**config.mk**
```make
export PLATFORM = sky130hd
export DESIGN_NAME = rmc_ctrl
export DESIGN_NICKNAME = d
export VERILOG_FILES = /design/src/pkg/rmc_pkg.sv /design/src/rmc_ctrl.sv
export SDC_FILE = /design/constraint.sdc
export NUM_CORES = 2
export LEC_CHECK = 0
export ABC_CLOCK_PERIOD_IN_PS = 9310
export BUFFER_PORTS_ARGS = -buffer_cell sky130_fd_sc_hd__buf_2
export CORE_MARGIN = 4
export CORE_UTILIZATION = 45
export CTS_CLUSTER_SIZE = 25
export DETAILED_ROUTE_END_ITERATION = 12
export SLEW_MARGIN = 25
export SYNTH_ARGS = -nofsm -noshare
export SYNTH_HDL_FRONTEND = slang
export SYNTH_SLANG_ARGS = --single-unit
export TNS_END_PERCENT = 20
```
**constraint.sdc**
```tcl
create_clock -name i_clk -period 9.31 [get_ports i_clk]
set_input_delay 1.862 -clock i_clk [delete_from_list [all_inputs] [get_ports i_clk]]
set_output_delay 1.862 -clock i_clk [all_outputs]
set_load 0.05 [all_outputs]
```
**src/pkg/rmc_pkg.sv**
```systemverilog
`default_nettype none
package rmc_pkg;
  // clock and time bases
  localparam int unsigned CLK_HZ = 20_000_000;
  localparam int unsigned MS_PER_S = 1000;
  localparam int unsigned CYC_PER_MS = CLK_HZ / MS_PER_S;
  localparam int unsigned POLL_WAKE_MS = 30;
  localparam int unsigned ASSOC_WAKE_MS = 750;
  localparam int unsigned POLL_WAKE_CYC = POLL_WAKE_MS * CYC_PER_MS;
  localparam int unsigned ASSOC_WAKE_CYC = ASSOC_WAKE_MS * CYC_PER_MS;
  localparam int unsigned RETRY_MIN_MS = 1;
  localparam int unsigned RETRY_MAX_MS = 48;
  localparam int unsigned BACKOFF_PERIOD_US = 320;
  localparam int unsigned US_PER_S = 1_000_000;
  localparam int unsigned BACKOFF_CYC = BACKOFF_PERIOD_US * (CLK_HZ / US_PER_S);
  localparam int unsigned CHAR_US = 1042;
  localparam int unsigned CHAR_CYC = CHAR_US * (CLK_HZ / US_PER_S);

  // widths and counts
  localparam int unsigned TW = 32;
  localparam int unsigned NSLOT = 4;
  localparam logic [2:0] CCA_CYCLES = 3'h5;
  localparam logic [1:0] CCA_RETRIES = 2'h2;
  localparam logic [3:0] BE_MAX = 4'h8;

  // register map (byte offsets)
  localparam logic [7:0] A_CTRL = 8'h00;
  localparam logic [7:0] A_SLEEP_PERIOD = 8'h04;
  localparam logic [7:0] A_AWAKE_HOLD = 8'h08;
  localparam logic [7:0] A_ASSOC_FLAGS = 8'h0C;
  localparam logic [7:0] A_SLEEP_OPT = 8'h10;
  localparam logic [7:0] A_ENERGY_LVL = 8'h14;
  localparam logic [7:0] A_BACKOFF_MIN = 8'h18;
  localparam logic [7:0] A_MAC_MODE = 8'h1C;
  localparam logic [7:0] A_STATUS = 8'h20;
  localparam logic [7:0] A_ASSOC_CODE = 8'h24;
  localparam logic [7:0] A_FAIL_COUNT = 8'h28;

  // control register fields, association flag and sleep option bits
  localparam int unsigned C_COORD = 0;
  localparam int unsigned C_FRAMED = 1;
  localparam int unsigned C_MODE_LO = 2;
  localparam int unsigned C_MODE_HI = 4;
  localparam int unsigned F_POLL_PIN = 3;
  localparam int unsigned O_NO_POLL = 0;

  localparam logic [2:0] SM_PIN = 3'h1;
  localparam logic [2:0] SM_CYCLIC = 3'h4;
  localparam logic [2:0] SM_CYCLIC_PIN = 3'h5;

  // status message types
  localparam logic [7:0] ST_HW_RESET = 8'h00;
  localparam logic [7:0] ST_WDT_RESET = 8'h01;
  localparam logic [7:0] ST_ASSOC = 8'h02;
  localparam logic [7:0] ST_DISASSOC = 8'h03;
  localparam logic [7:0] ST_FORMED = 8'h06;
  localparam logic [7:0] ST_OVERVOLT = 8'h0D;

  // association codes
  localparam logic [7:0] AC_OK = 8'h00;
  localparam logic [7:0] AC_NO_JOIN = 8'h03;
  localparam logic [7:0] AC_BEACON = 8'h04;
  localparam logic [7:0] AC_PAN_MISMATCH = 8'h05;
  localparam logic [7:0] AC_CH_MISMATCH = 8'h06;
  localparam logic [7:0] AC_NO_RESP = 8'h0C;
  localparam logic [7:0] AC_DISASSOC = 8'h13;
  localparam logic [7:0] AC_INIT = 8'hFF;

  // association events from the network layer
  typedef enum logic [3:0] {
    RMC_EV_NONE = 4'h0,
    RMC_EV_COORD_UP = 4'h1,
    RMC_EV_ASSOC = 4'h2,
    RMC_EV_PEER = 4'h3,
    RMC_EV_NO_JOIN = 4'h4,
    RMC_EV_BEACON = 4'h5,
    RMC_EV_PAN_MISMATCH = 4'h6,
    RMC_EV_CH_MISMATCH = 4'h7,
    RMC_EV_NO_RESP = 4'h8,
    RMC_EV_DISASSOC = 4'h9,
    RMC_EV_FORM_FAIL = 4'hA
  } rmc_ev_t;

  typedef enum logic [2:0] {
    RMC_TX_IDLE = 3'h0,
    RMC_TX_BACKOFF = 3'h1,
    RMC_TX_ASSESS = 3'h2,
    RMC_TX_RETRY_WAIT = 3'h3,
    RMC_TX_SEND = 3'h4
  } rmc_tx_t;

  // register bus request
  typedef struct packed {
    logic wr;
    logic rd;
    logic [7:0] addr;
    logic [31:0] wdata;
  } rmc_bus_t;

  // outgoing frame request from the stack
  typedef struct packed {
    logic valid;
    logic [15:0] dest;
    logic bcast;
    logic [2:0] retries;
  } rmc_frame_t;

  // frame dispatch result
  typedef struct packed {
    logic send;
    logic held;
    logic fail;
    logic [15:0] dest;
  } rmc_txres_t;

  // status message out
  typedef struct packed {
    logic valid;
    logic [7:0] kind;
  } rmc_msg_t;

  // per-address hold slot
  typedef struct packed {
    logic used;
    logic pending;
    logic [15:0] addr;
    logic [TW-1:0] hold_cnt;
    logic [TW-1:0] awake_cnt;
  } rmc_slot_t;
endpackage
`default_nettype wire

```
**src/rmc_ctrl.sv**
```systemverilog
// Behaviour
// - indirect delivery only with nonzero sleep period
// - held message sent on poll, dropped at 2.5x timeout
// - after indirect send, direct for awake hold
// - awake hold expiry returns address to holding
// - cyclic sleeper polls each wake unless option bit0
// - pin sleeper polls on wake if flag bit3
// - exit poll waits for command mode end, apply
// - framed mode emits status; query returns code
// - status 02 assoc, 03 disassoc, 06 formed
// - status 00, 01, 0D; overvoltage blocks transmit except held sends on poll
// - code FF until known, 00 when up
// - scan codes 03, 04, 05
// - association codes 06, 0C, 13
// - no sleep in command or config work
// - no sleep with serial output unless RTS held
// - pin sleep stays awake one character
// - cyclic minimum wake: hold, 30 ms, 750 ms
// - new data extends wake by awake hold
// - no pin-mode sleep without pin request; no sleep with pending tx
// - energy above level withholds transmission except held sends on poll
// - random backoff from min exponent; zero is immediate
// - two extra tries after assessment failure in mac mode 0, for broadcasts or frames with zero retries
// - backoff 0..2^n-1 periods, n grows per failure
// - five failures: retry 1-48 ms, then error
// - fail count saturates, clears on zero write
`default_nettype none
module rmc_ctrl (
  input wire logic i_clk, // 20 MHz clock
  input wire logic i_rst_b, // async reset, active low
  input wire rmc_pkg::rmc_bus_t i_bus, // register access
  output logic [31:0] o_rdata, // read data, cycle after strobe
  input wire rmc_pkg::rmc_frame_t i_frame, // frame to send
  output logic o_frame_ready, // ready for a frame (sequencer idle)
  input wire logic i_poll_rx, // poll received from i_poll_addr
  input wire logic [15:0] i_poll_addr, // polling address
  input wire logic i_traffic, // rx/tx activity with i_traffic_addr
  input wire logic [15:0] i_traffic_addr, // activity address
  output rmc_pkg::rmc_txres_t o_txres, // dispatch result, one cycle
  input wire logic [7:0] i_energy, // measured channel energy
  input wire logic i_wake, // device woke (timer)
  input wire logic i_pin_wake, // device woke by pin
  input wire logic i_cmd_mode, // command mode or escape in progress
  input wire logic i_cfg_busy, // local/remote config processing
  input wire logic i_cfg_applied, // pending changes applied pulse
  input wire logic i_exit_poll_req, // poll requested for cmd exit
  input wire logic i_ser_pending, // data queued to serial port
  input wire logic i_rts_hold, // serial out held by RTS
  input wire logic i_sleep_rq, // sleep request pin asserted
  input wire logic i_data_rx, // new air or serial data received
  input wire logic i_assoc_may, // association may occur
  input wire logic i_wdt_reset, // reset was by watchdog
  input wire logic i_overvolt, // input voltage too high
  input wire rmc_pkg::rmc_ev_t i_assoc_ev, // association event pulse
  output logic o_poll_tx, // send poll pulse
  output logic o_sleep_ok, // sleep allowed
  output rmc_pkg::rmc_msg_t o_status_msg // status message pulse
);
  import rmc_pkg::*;

  typedef struct packed {
    rmc_slot_t [NSLOT-1:0] slot;
    logic [31:0] ctrl;
    logic [31:0] sp;
    logic [31:0] st;
    logic [7:0] aflags;
    logic [7:0] sopt;
    logic [7:0] elvl;
    logic [3:0] be_min;
    logic [1:0] mac_mode;
    logic [15:0] fail_cnt;
    logic [7:0] acode;
    logic [31:0] rdata;
    rmc_tx_t txs;
    rmc_frame_t fr;
    logic [3:0] be;
    logic [2:0] cca_n;
    logic [1:0] tries;
    logic [TW-1:0] tcnt;
    logic [TW-1:0] wake_cnt;
    logic [TW-1:0] char_cnt;
    logic exit_poll;
    logic boot;
    logic ov_q;
    logic [15:0] lfsr;
    rmc_txres_t res;
    rmc_msg_t msg;
    logic poll;
  } rmc_st_t;

  rmc_st_t s_q, s_d;

  // count helpers
  function automatic logic [TW-1:0] dec(input logic [TW-1:0] v);
    dec = (v == '0) ? '0 : v - 1'b1;
  endfunction
  function automatic logic [TW-1:0] hold_timeout(input logic [31:0] sp);
    hold_timeout = TW'((sp << 1) + (sp >> 1)); // 2.5 x sleep period
  endfunction

  logic [2:0] mode;
  logic coord;
  logic [TW-1:0] rnd_backoff;
  logic [TW-1:0] rnd_retry;
  logic energy_clear;
  logic [7:0] new_code;
  logic [7:0] new_kind;
  logic hit;
  logic [1:0] hit_i;
  logic free_ok;
  logic [1:0] free_i;

  assign mode = s_q.ctrl[C_MODE_HI:C_MODE_LO];
  assign coord = s_q.ctrl[C_COORD];
  assign energy_clear = (i_energy <= s_q.elvl);
  assign rnd_backoff = TW'(s_q.lfsr & ((16'h0001 << s_q.be) - 16'h0001)) * BACKOFF_CYC;
  assign rnd_retry = TW'(RETRY_MIN_MS * CYC_PER_MS)
    + TW'(s_q.lfsr % 16'((RETRY_MAX_MS - RETRY_MIN_MS) * CYC_PER_MS / 16'h0100 + 16'h0001))
      * TW'(16'h0100);

  // slot lookup for the outgoing frame
  always_comb begin
    hit = 1'b0;
    hit_i = '0;
    free_ok = 1'b0;
    free_i = '0;
    for (int i = 0; i < NSLOT; i++) begin
      if (s_q.slot[i].used && s_q.slot[i].addr == s_q.fr.dest && !hit) begin
        hit = 1'b1;
        hit_i = 2'(i);
      end
      if (!s_q.slot[i].used && !free_ok) begin
        free_ok = 1'b1;
        free_i = 2'(i);
      end
    end
  end

  // association event decode
  always_comb begin
    new_code = s_q.acode;
    new_kind = 8'h00;
    case (i_assoc_ev)
      RMC_EV_COORD_UP: begin
        new_code = AC_OK;
        new_kind = ST_FORMED;
      end
      RMC_EV_ASSOC: begin
        new_code = AC_OK;
        new_kind = ST_ASSOC;
      end
      RMC_EV_PEER: new_code = AC_OK;
      RMC_EV_NO_JOIN: new_code = AC_NO_JOIN;
      RMC_EV_BEACON: new_code = AC_BEACON;
      RMC_EV_PAN_MISMATCH: new_code = AC_PAN_MISMATCH;
      RMC_EV_CH_MISMATCH: new_code = AC_CH_MISMATCH;
      RMC_EV_NO_RESP: new_code = AC_NO_RESP;
      RMC_EV_DISASSOC: begin
        new_code = AC_DISASSOC;
        new_kind = ST_DISASSOC;
      end
      RMC_EV_FORM_FAIL: new_kind = ST_DISASSOC;
      default: new_code = s_q.acode;
    endcase
  end

  // next state
  always_comb begin
    s_d = s_q;
    s_d.res = '0;
    s_d.msg = '0;
    s_d.poll = 1'b0;
    s_d.lfsr = {s_q.lfsr[14:0], s_q.lfsr[15] ^ s_q.lfsr[13] ^ s_q.lfsr[12] ^ s_q.lfsr[10]};

    // register writes and reads
    if (i_bus.wr) begin
      case (i_bus.addr)
        A_CTRL: s_d.ctrl = i_bus.wdata;
        A_SLEEP_PERIOD: s_d.sp = i_bus.wdata;
        A_AWAKE_HOLD: s_d.st = i_bus.wdata;
        A_ASSOC_FLAGS: s_d.aflags = i_bus.wdata[7:0];
        A_SLEEP_OPT: s_d.sopt = i_bus.wdata[7:0];
        A_ENERGY_LVL: s_d.elvl = i_bus.wdata[7:0];
        A_BACKOFF_MIN: s_d.be_min = i_bus.wdata[3:0];
        A_MAC_MODE: s_d.mac_mode = i_bus.wdata[1:0];
        A_FAIL_COUNT: if (i_bus.wdata[15:0] == 16'h0000) s_d.fail_cnt = '0;
        default: s_d.ctrl = s_q.ctrl;
      endcase
    end
    s_d.rdata = 32'h0000_0000;
    if (i_bus.rd) begin
      case (i_bus.addr)
        A_CTRL: s_d.rdata = s_q.ctrl;
        A_SLEEP_PERIOD: s_d.rdata = s_q.sp;
        A_AWAKE_HOLD: s_d.rdata = s_q.st;
        A_ASSOC_FLAGS: s_d.rdata = {24'h00_0000, s_q.aflags};
        A_SLEEP_OPT: s_d.rdata = {24'h00_0000, s_q.sopt};
        A_ENERGY_LVL: s_d.rdata = {24'h00_0000, s_q.elvl};
        A_BACKOFF_MIN: s_d.rdata = {28'h000_0000, s_q.be_min};
        A_MAC_MODE: s_d.rdata = {30'h0000_0000, s_q.mac_mode};
        A_STATUS: s_d.rdata = {29'h0000_0000, s_q.txs};
        A_ASSOC_CODE: s_d.rdata = {24'h00_0000, s_q.acode};
        A_FAIL_COUNT: s_d.rdata = {16'h0000, s_q.fail_cnt};
        default: s_d.rdata = 32'h0000_0000;
      endcase
    end

    // per-address timers, poll and traffic
    for (int i = 0; i < NSLOT; i++) begin
      s_d.slot[i].awake_cnt = dec(s_q.slot[i].awake_cnt);
      s_d.slot[i].hold_cnt = dec(s_q.slot[i].hold_cnt);
      if (s_q.slot[i].used && s_q.slot[i].pending && s_q.slot[i].hold_cnt == '0) begin
        s_d.slot[i].pending = 1'b0;
      end
      if (s_q.slot[i].used && (i_poll_rx && s_q.slot[i].addr == i_poll_addr)) begin
        if (s_q.slot[i].pending) begin
          s_d.res = '{send: 1'b1, held: 1'b0, fail: 1'b0, dest: s_q.slot[i].addr};
          s_d.slot[i].pending = 1'b0;
        end
        s_d.slot[i].awake_cnt = TW'(s_q.st);
      end
      if (s_q.slot[i].used && i_traffic && s_q.slot[i].addr == i_traffic_addr
          && s_q.slot[i].awake_cnt != '0) begin
        s_d.slot[i].awake_cnt = TW'(s_q.st);
      end
      if (s_d.slot[i].used && !s_d.slot[i].pending && s_d.slot[i].awake_cnt == '0) begin
        s_d.slot[i].used = 1'b0;
      end
    end

    // transmit sequencer
    s_d.tcnt = dec(s_q.tcnt);
    case (s_q.txs)
      RMC_TX_IDLE: begin
        if (i_frame.valid) begin
          s_d.fr = i_frame;
          s_d.be = s_q.be_min;
          s_d.cca_n = '0;
          s_d.tries = '0;
          s_d.txs = RMC_TX_BACKOFF;
          s_d.tcnt = '0; // zero exponent assesses at once
          if (s_q.be_min != 4'h0) s_d.tcnt = rnd_backoff;
        end
      end
      RMC_TX_BACKOFF: if (s_q.tcnt == '0) s_d.txs = RMC_TX_ASSESS;
      RMC_TX_ASSESS: begin
        if (s_q.ov_q || i_overvolt) begin
          s_d.txs = RMC_TX_ASSESS; // overvoltage withholds sending
        end else if (energy_clear) begin
          s_d.txs = RMC_TX_SEND;
        end else if (s_q.cca_n + 3'h1 < CCA_CYCLES) begin
          s_d.cca_n = s_q.cca_n + 3'h1;
          if (s_q.be < BE_MAX) s_d.be = s_q.be + 4'h1;
          s_d.tcnt = rnd_backoff;
          s_d.txs = RMC_TX_BACKOFF;
        end else begin
          if (s_q.fail_cnt != 16'hFFFF) s_d.fail_cnt = s_q.fail_cnt + 16'h0001;
          if ((s_q.mac_mode == 2'h0 || s_q.fr.bcast || s_q.fr.retries == 3'h0)
              && s_q.tries < CCA_RETRIES) begin
            s_d.tries = s_q.tries + 2'h1;
            s_d.cca_n = '0;
            s_d.be = s_q.be_min;
            s_d.tcnt = rnd_retry;
            s_d.txs = RMC_TX_RETRY_WAIT;
          end else begin
            s_d.res = '{send: 1'b0, held: 1'b0, fail: 1'b1, dest: s_q.fr.dest};
            s_d.txs = RMC_TX_IDLE;
          end
        end
      end
      RMC_TX_RETRY_WAIT: if (s_q.tcnt == '0) s_d.txs = RMC_TX_BACKOFF;
      RMC_TX_SEND: begin
        s_d.txs = RMC_TX_IDLE;
        if (coord && s_q.sp != 32'h0000_0000 && !s_q.fr.bcast
            && !(hit && s_q.slot[hit_i].awake_cnt != '0)) begin
          // hold for a poll
          if (hit) begin
            s_d.slot[hit_i].pending = 1'b1;
            s_d.slot[hit_i].hold_cnt = hold_timeout(s_q.sp);
            s_d.res = '{send: 1'b0, held: 1'b1, fail: 1'b0, dest: s_q.fr.dest};
          end else if (free_ok) begin
            s_d.slot[free_i] = '{used: 1'b1, pending: 1'b1, addr: s_q.fr.dest,
                                 hold_cnt: hold_timeout(s_q.sp), awake_cnt: '0};
            s_d.res = '{send: 1'b0, held: 1'b1, fail: 1'b0, dest: s_q.fr.dest};
          end else begin
            s_d.res = '{send: 1'b0, held: 1'b0, fail: 1'b1, dest: s_q.fr.dest};
          end
        end else begin
          s_d.res = '{send: 1'b1, held: 1'b0, fail: 1'b0, dest: s_q.fr.dest};
          if (hit) s_d.slot[hit_i].awake_cnt = TW'(s_q.st);
        end
      end
      default: s_d.txs = RMC_TX_IDLE;
    endcase

    // wake timers and polls
    s_d.wake_cnt = dec(s_q.wake_cnt);
    s_d.char_cnt = dec(s_q.char_cnt);
    if (i_wake || i_pin_wake) begin
      if (mode == SM_CYCLIC_PIN && i_pin_wake) s_d.wake_cnt = TW'(s_q.st);
      else if (i_assoc_may) s_d.wake_cnt = TW'(ASSOC_WAKE_CYC);
      else s_d.wake_cnt = TW'(POLL_WAKE_CYC);
      s_d.char_cnt = TW'(CHAR_CYC);
      if ((mode == SM_CYCLIC || mode == SM_CYCLIC_PIN) && !s_q.sopt[O_NO_POLL]) begin
        s_d.poll = 1'b1;
      end
      if (mode == SM_PIN && i_pin_wake && s_q.aflags[F_POLL_PIN]) s_d.poll = 1'b1;
    end
    if (i_data_rx) s_d.wake_cnt = s_d.wake_cnt + TW'(s_q.st);
    if (i_exit_poll_req) s_d.exit_poll = 1'b1;
    if (s_q.exit_poll && !i_cmd_mode && i_cfg_applied) begin
      s_d.poll = 1'b1;
      s_d.exit_poll = 1'b0;
    end

    // status messages and codes
    s_d.acode = new_code;
    s_d.ov_q = i_overvolt;
    if (s_q.boot) begin
      s_d.boot = 1'b0;
      s_d.msg = '{valid: s_q.ctrl[C_FRAMED], kind: i_wdt_reset ? ST_WDT_RESET : ST_HW_RESET};
    end else if (i_overvolt && !s_q.ov_q) begin
      s_d.msg = '{valid: s_q.ctrl[C_FRAMED], kind: ST_OVERVOLT};
    end else if (i_assoc_ev inside {RMC_EV_COORD_UP, RMC_EV_ASSOC, RMC_EV_DISASSOC,
                                    RMC_EV_FORM_FAIL}) begin
      s_d.msg = '{valid: s_q.ctrl[C_FRAMED], kind: new_kind};
    end
  end

  // state register
  always_ff @(posedge i_clk or negedge i_rst_b) begin
    if (!i_rst_b) begin
      s_q <= '0;
      s_q.acode <= AC_INIT;
      s_q.boot <= 1'b1;
      s_q.lfsr <= 16'hACE1;
    end else begin
      s_q <= s_d;
    end
  end

  // outputs
  assign o_rdata = s_q.rdata;
  assign o_frame_ready = (s_q.txs == RMC_TX_IDLE);
  assign o_txres = s_q.res;
  assign o_poll_tx = s_q.poll;
  assign o_status_msg = s_q.msg;
  assign o_sleep_ok = !i_cmd_mode && !i_cfg_busy
    && !(i_ser_pending && !i_rts_hold)
    && !(mode == SM_PIN && s_q.char_cnt != '0)
    && !(mode != SM_PIN && s_q.wake_cnt != '0)
    && !(mode == SM_PIN && !i_sleep_rq)
    && (s_q.txs == RMC_TX_IDLE) && !i_frame.valid && !s_q.exit_poll;
endmodule
`default_nettype wire

```
# After elaboration in Yosys (flattened, before gate mapping)
# Cells that the tools add are included.
dict set report word_totals {
  ff_bits 687
  latch_bits 0
  mem_bits_rw 0
  romBits 0
  input_bits 124
  n_memories 0
}
dict set report classes {
  n_addsub 19
  mul 1
  div_mod_pow 1
  order_cmp 8
  n_eq_ne 50
  n_shift 1
  n_mux 127
  n_bitwise 4
  n_reduce_logical 154
}
# operator count
set op_table {}
lappend op_table {{328-bit two-way mux} 5}
lappend op_table {{328-bit bitwise mux} 4}
lappend op_table {{32-bit two-way mux} 26}
lappend op_table {{82-bit demux with 2-bit select} 4}
lappend op_table {{32-bit zero test} 15}
lappend op_table {{32-bit by 1-bit subtractor with 32-bit output, second input constant} 12}
lappend op_table {{32-bit one-hot mux with 11 select lines} 1}
lappend op_table {{32-bit nonzero test} 8}
lappend op_table {{19-bit two-way mux} 13}
lappend op_table {{16-bit == test} 12}
lappend op_table {{82-bit binary-select mux with 2-bit select} 1}
lappend op_table {{16-bit two-way mux} 8}
lappend op_table {{64-bit two-way mux} 2}
lappend op_table {{41-bit two-way mux} 3}
lappend op_table {{82-bit two-way mux} 1}
lappend op_table {{41-bit one-hot mux with 2 select lines} 1}
lappend op_table {{81-bit two-way mux} 1}
lappend op_table {{1-bit logical AND} 72}
lappend op_table {{65-bit two-way mux} 1}
lappend op_table {{8-bit one-hot mux with 7 select lines} 1}
lappend op_table {{19-bit one-hot mux with 2 select lines} 1}
lappend op_table {{18-bit two-way mux} 2}
lappend op_table {{1-bit two-way mux} 33}
lappend op_table {{15-bit by 32-bit adder with 32-bit output, first input constant} 1}
lappend op_table {{other kinds (55)} 137}

# Logic depth before layout (Yosys ltp)
dict set report depth {
  ltp_word 21
  depth_mapped 33
  depth_no_buf 32
}

# Least setup slack after synthesis
# No wires, ideal clock.
dict set report synth_timing {
  kind {input port to flip-flop}
  startpoint {input port i_pin_wake}
  endpoint {register s_q[110] in the netlist's numbering}
  setup_ns 0.137
  arrival_time_ns 6.274
  required_time_ns 9.173
  path_slack_ns 2.899
  path_stages 24
  n_path_buf 2
  path_cell_list {nor2_1 > nand2b_1 > clkbuf_1 > clkbuf_1 > o21ai_0 > ha_1 > nor2b_1 > o21ai_0 > a21boi_0 > o21ai_0 > a21boi_0 > o2111ai_1 > a31oi_1 > a211oi_1 > o31ai_1 > o41ai_1 > o21ai_0 > o311a_1 > o21a_1 > o21ai_0 > nand2b_1 > a21oi_1 > xor2_1 > a21oi_1}
}
# item line_no
set synth_rtl {}
lappend synth_rtl {{from (decl)} rmc_ctrl.sv:42} ;# input wire logic i_pin_wake,
lappend synth_rtl {{to (decl)} rmc_ctrl.sv:91} ;# rmc_st_t s_q, s_d;

==> results_dict.tcl <==
set metrics [dict create \
    status "completed" \
    synth.top_cell.area_share_pct 35.7 \
    path_clk_slew_ns 0.06 \
    fill_cells 9747 \
    antenna_found_initial 14 \
    synth_top_family_by_area "simple AND/OR/NAND/NOR gates" \
    io_pins 187 \
    finalSetupTns_ns 0 \
    total_leakage_power_nw 22.6 \
    worstSkewPairLatency_ns 0.68 \
    rsz0062_at_grt "false" \
    setup_viol 0 \
    dr.pass1.iters 8 \
    die_y_um 330 \
    cp_top_family "compound AO/OA/AOI/OAI gates" \
    crit_path_max_fanout 10 \
    cts.sinks 680 \
    drv_slew 0 \
    syn_to_final_growth_pct 10.1 \
    vdd_drop_max_uv 967 \
    routabilityCongestion 0.981 \
    initial_core_util_pct 45.6 \
    cts_tree "yes" \
    vias 41088 \
    yosysWarnings 0 \
    grt_pass1_vias 38644 \
    synth.distinct_cells 115 \
    drtIter0Drc 3744 \
    dp_hpwl_mm 109 \
    synthAdderAreaFrac_pct 4.56 \
    cts.htree.levels 3 \
    crit_slowest_cell "or4_1" \
    path_buf_inv 1 \
    drive_above_1_share_pct 13.2 \
    yosys_register_bits 680 \
    routed_via_density 6.03 \
    report.power.total_mw 11.9 \
    cts_setup_buffers 0 \
    clk_path_buf_depth 3 \
    worstSetupPathType "reg -> reg" \
    ant_nets 0 \
    post_drt_wl_per_cell_um 22.4 \
    numCtsBuffers 81 \
    max-cap-violations 0 \
    overflow 0 \
    hold_viol_final 0 \
    fin_worst_skew_ns 0.0522 \
    die-width_um 330 \
    synthMuxAreaShare_pct 6.06 \
    start_kind "register" \
    ys_seq_area_share_pct 36.6 \
    clock_tree.root_cell "clkbuf_16" \
    die_area_um2 109000 \
    power-per-cell-area_nw_per_um2 233 \
    netlist_area_um2 46600 \
    hold_class "reg -> reg" \
    final_cell_mix "665 x dfrtp_1, 652 x nand2_1, 407 x nor2_1" \
    synth_compound_area_share_pct 16.9 \
    final_area_um2 51200 \
    crit_path_end_kind "register" \
    synth_area_leaders "dfrtp_1 36%, xnor2_1 5.8%, nand2_1 5.3%" \
    finalCritPeriodShare_pct 79.7 \
    ctsHoldBuffers 0 \
    async_flop_share_pct 100 \
    final_common_cell "dfrtp_1" \
    placed_cells 6671 \
    critPathMaxStageDelay_ns 0.59 \
    crit_required_ns 9.83 \
    worst_pin_slew_ns 1.11 \
    drc 0 \
    core_um2 102000 \
    fmax_mhz 135 \
    grt_start_max_net_pins 164 \
    period_minus_slack_ns 7.42 \
    wirelength_mm 153 \
    io_buffers 182 \
    fin_cells 6819 \
    grt_pass1_wl_mm 234 \
    synth_edf_count 0 \
    yosys.area.top_type "dfrtp_1" \
    dp_slack_ns 1.90 \
    setup_ws_ns 1.89 \
    synth_flop_cell "dfrtp_1" \
    max_slew_margin_pct 25.2 \
    crit_top_cell "o21ai_0" \
    num_rows 117 \
    regToRegSetupSlack_ns 1.89 \
    synthCells 5406 \
    synth_simple_gate_area_share_pct 20.6 \
    ctsResizeCount 0 \
    final_nets 5671 \
    synth_xor_area_share_pct 10.4 \
    syn_avg_cell_area_um2 8.61 \
    arrival_ns 7.94 \
    groute.usage.overall_pct 27.6 \
    place_area_um2 48300 \
]
-- sequential cells by signal, indices dropped and copies added, names as in the netlist, named ones only --
signal        count
coord             1
mode              3
o_poll_tx         1
o_rdata          32
o_status_msg      5
o_txres          19
s_d              15
s_q             540
-- routing by layer --
metal	GRT usage (%)	wire, um	up-vias
met5	0	97	-
met4	10.0	6020	12
met3	4.39	10500	286
met2	43.5	69000	1476
met1	38.3	67300	20135
li1	-	-	19179
-- logic make-up (layout without fill, tap and decap cells) --
group | Yosys count | after routing
simple gates | 1983 | 1983
other cells | 1 | 9
mux | 256 | 256
compound gates | 1246 | 1246
buf+inv | 527 | 564
fa+ha+maj | 162 | 162
flops | 680 | 680
xor+xnor | 551 | 551
-- through the flow --
stage	hold WS [ns]	utilization, %
after floorplan	0.352	-
after global placement	0.410	47.3
after detailed placement	0.422	47.3
after CTS	0.429	50.1
after global routing	0.435	50.1
final	0.420	50.1
-- synth_stat cells (30+ instances only) --
master and count:
buf_4 66, a22oi_1 38, xnor2_1 310, nand2_1 655, a21oi_1 297, nor2b_1 40, inv_1 150, clkbuf_1 268
a21o_1 35, nor2_1 412, nand4_1 63, or4_1 44, mux2_2 206, o21a_1 31, o31ai_1 111, mux2i_1 49
dfrtp_1 665, nor3_1 219, or3_1 95, o22ai_1 125, nand3_1 115, ha_1 148, a211oi_1 30, o21ai_0 352
nand2b_1 68, nor4_1 112, xor2_1 241, a31oi_1 34
-- layout make-up --
| cell class | instances | area, um^2 | area share (%) |
|---|---|---|---|
| Clock inverter | 30 | 563 | 1.10 |
| Antenna cell | 4 | 10.0 | 0.0195 |
| Inverter | 154 | 578 | 1.13 |
| Multi-Input combinational cell | 4203 | 27400 | 53.5 |
| Clock buffer | 114 | 2350 | 4.59 |
| Timing Repair Buffer | 266 | 1580 | 3.08 |
| Sequential cell | 680 | 17000 | 33.2 |
| Tap cell | 1368 | 1710 | 3.34 |
-- path summary, 6_finish.rpt --
check	startpoint	endpoint	cells after the start
max reg2reg	s_q[88]	s_q[110]	27
max	s_q[88]	s_q[110]	27
min	s_d[30]	s_d[31]	0
max in group asynchronous	i_rst_b	s_q[345]	3
min in group asynchronous	i_rst_b	s_d[39]	1
min reg2reg	s_d[30]	s_d[31]	0
-- power by group --
part / switching (mW) / leakage [nW] / internal [mW]
logic: 2.52 / 12.5 / 2.10
clock network: 1.39 / 1.41 / 2.08
registers: 0.434 / 8.67 / 3.41
total: 4.35 / 22.6 / 7.59
Power figures use the tool's default switching activity.
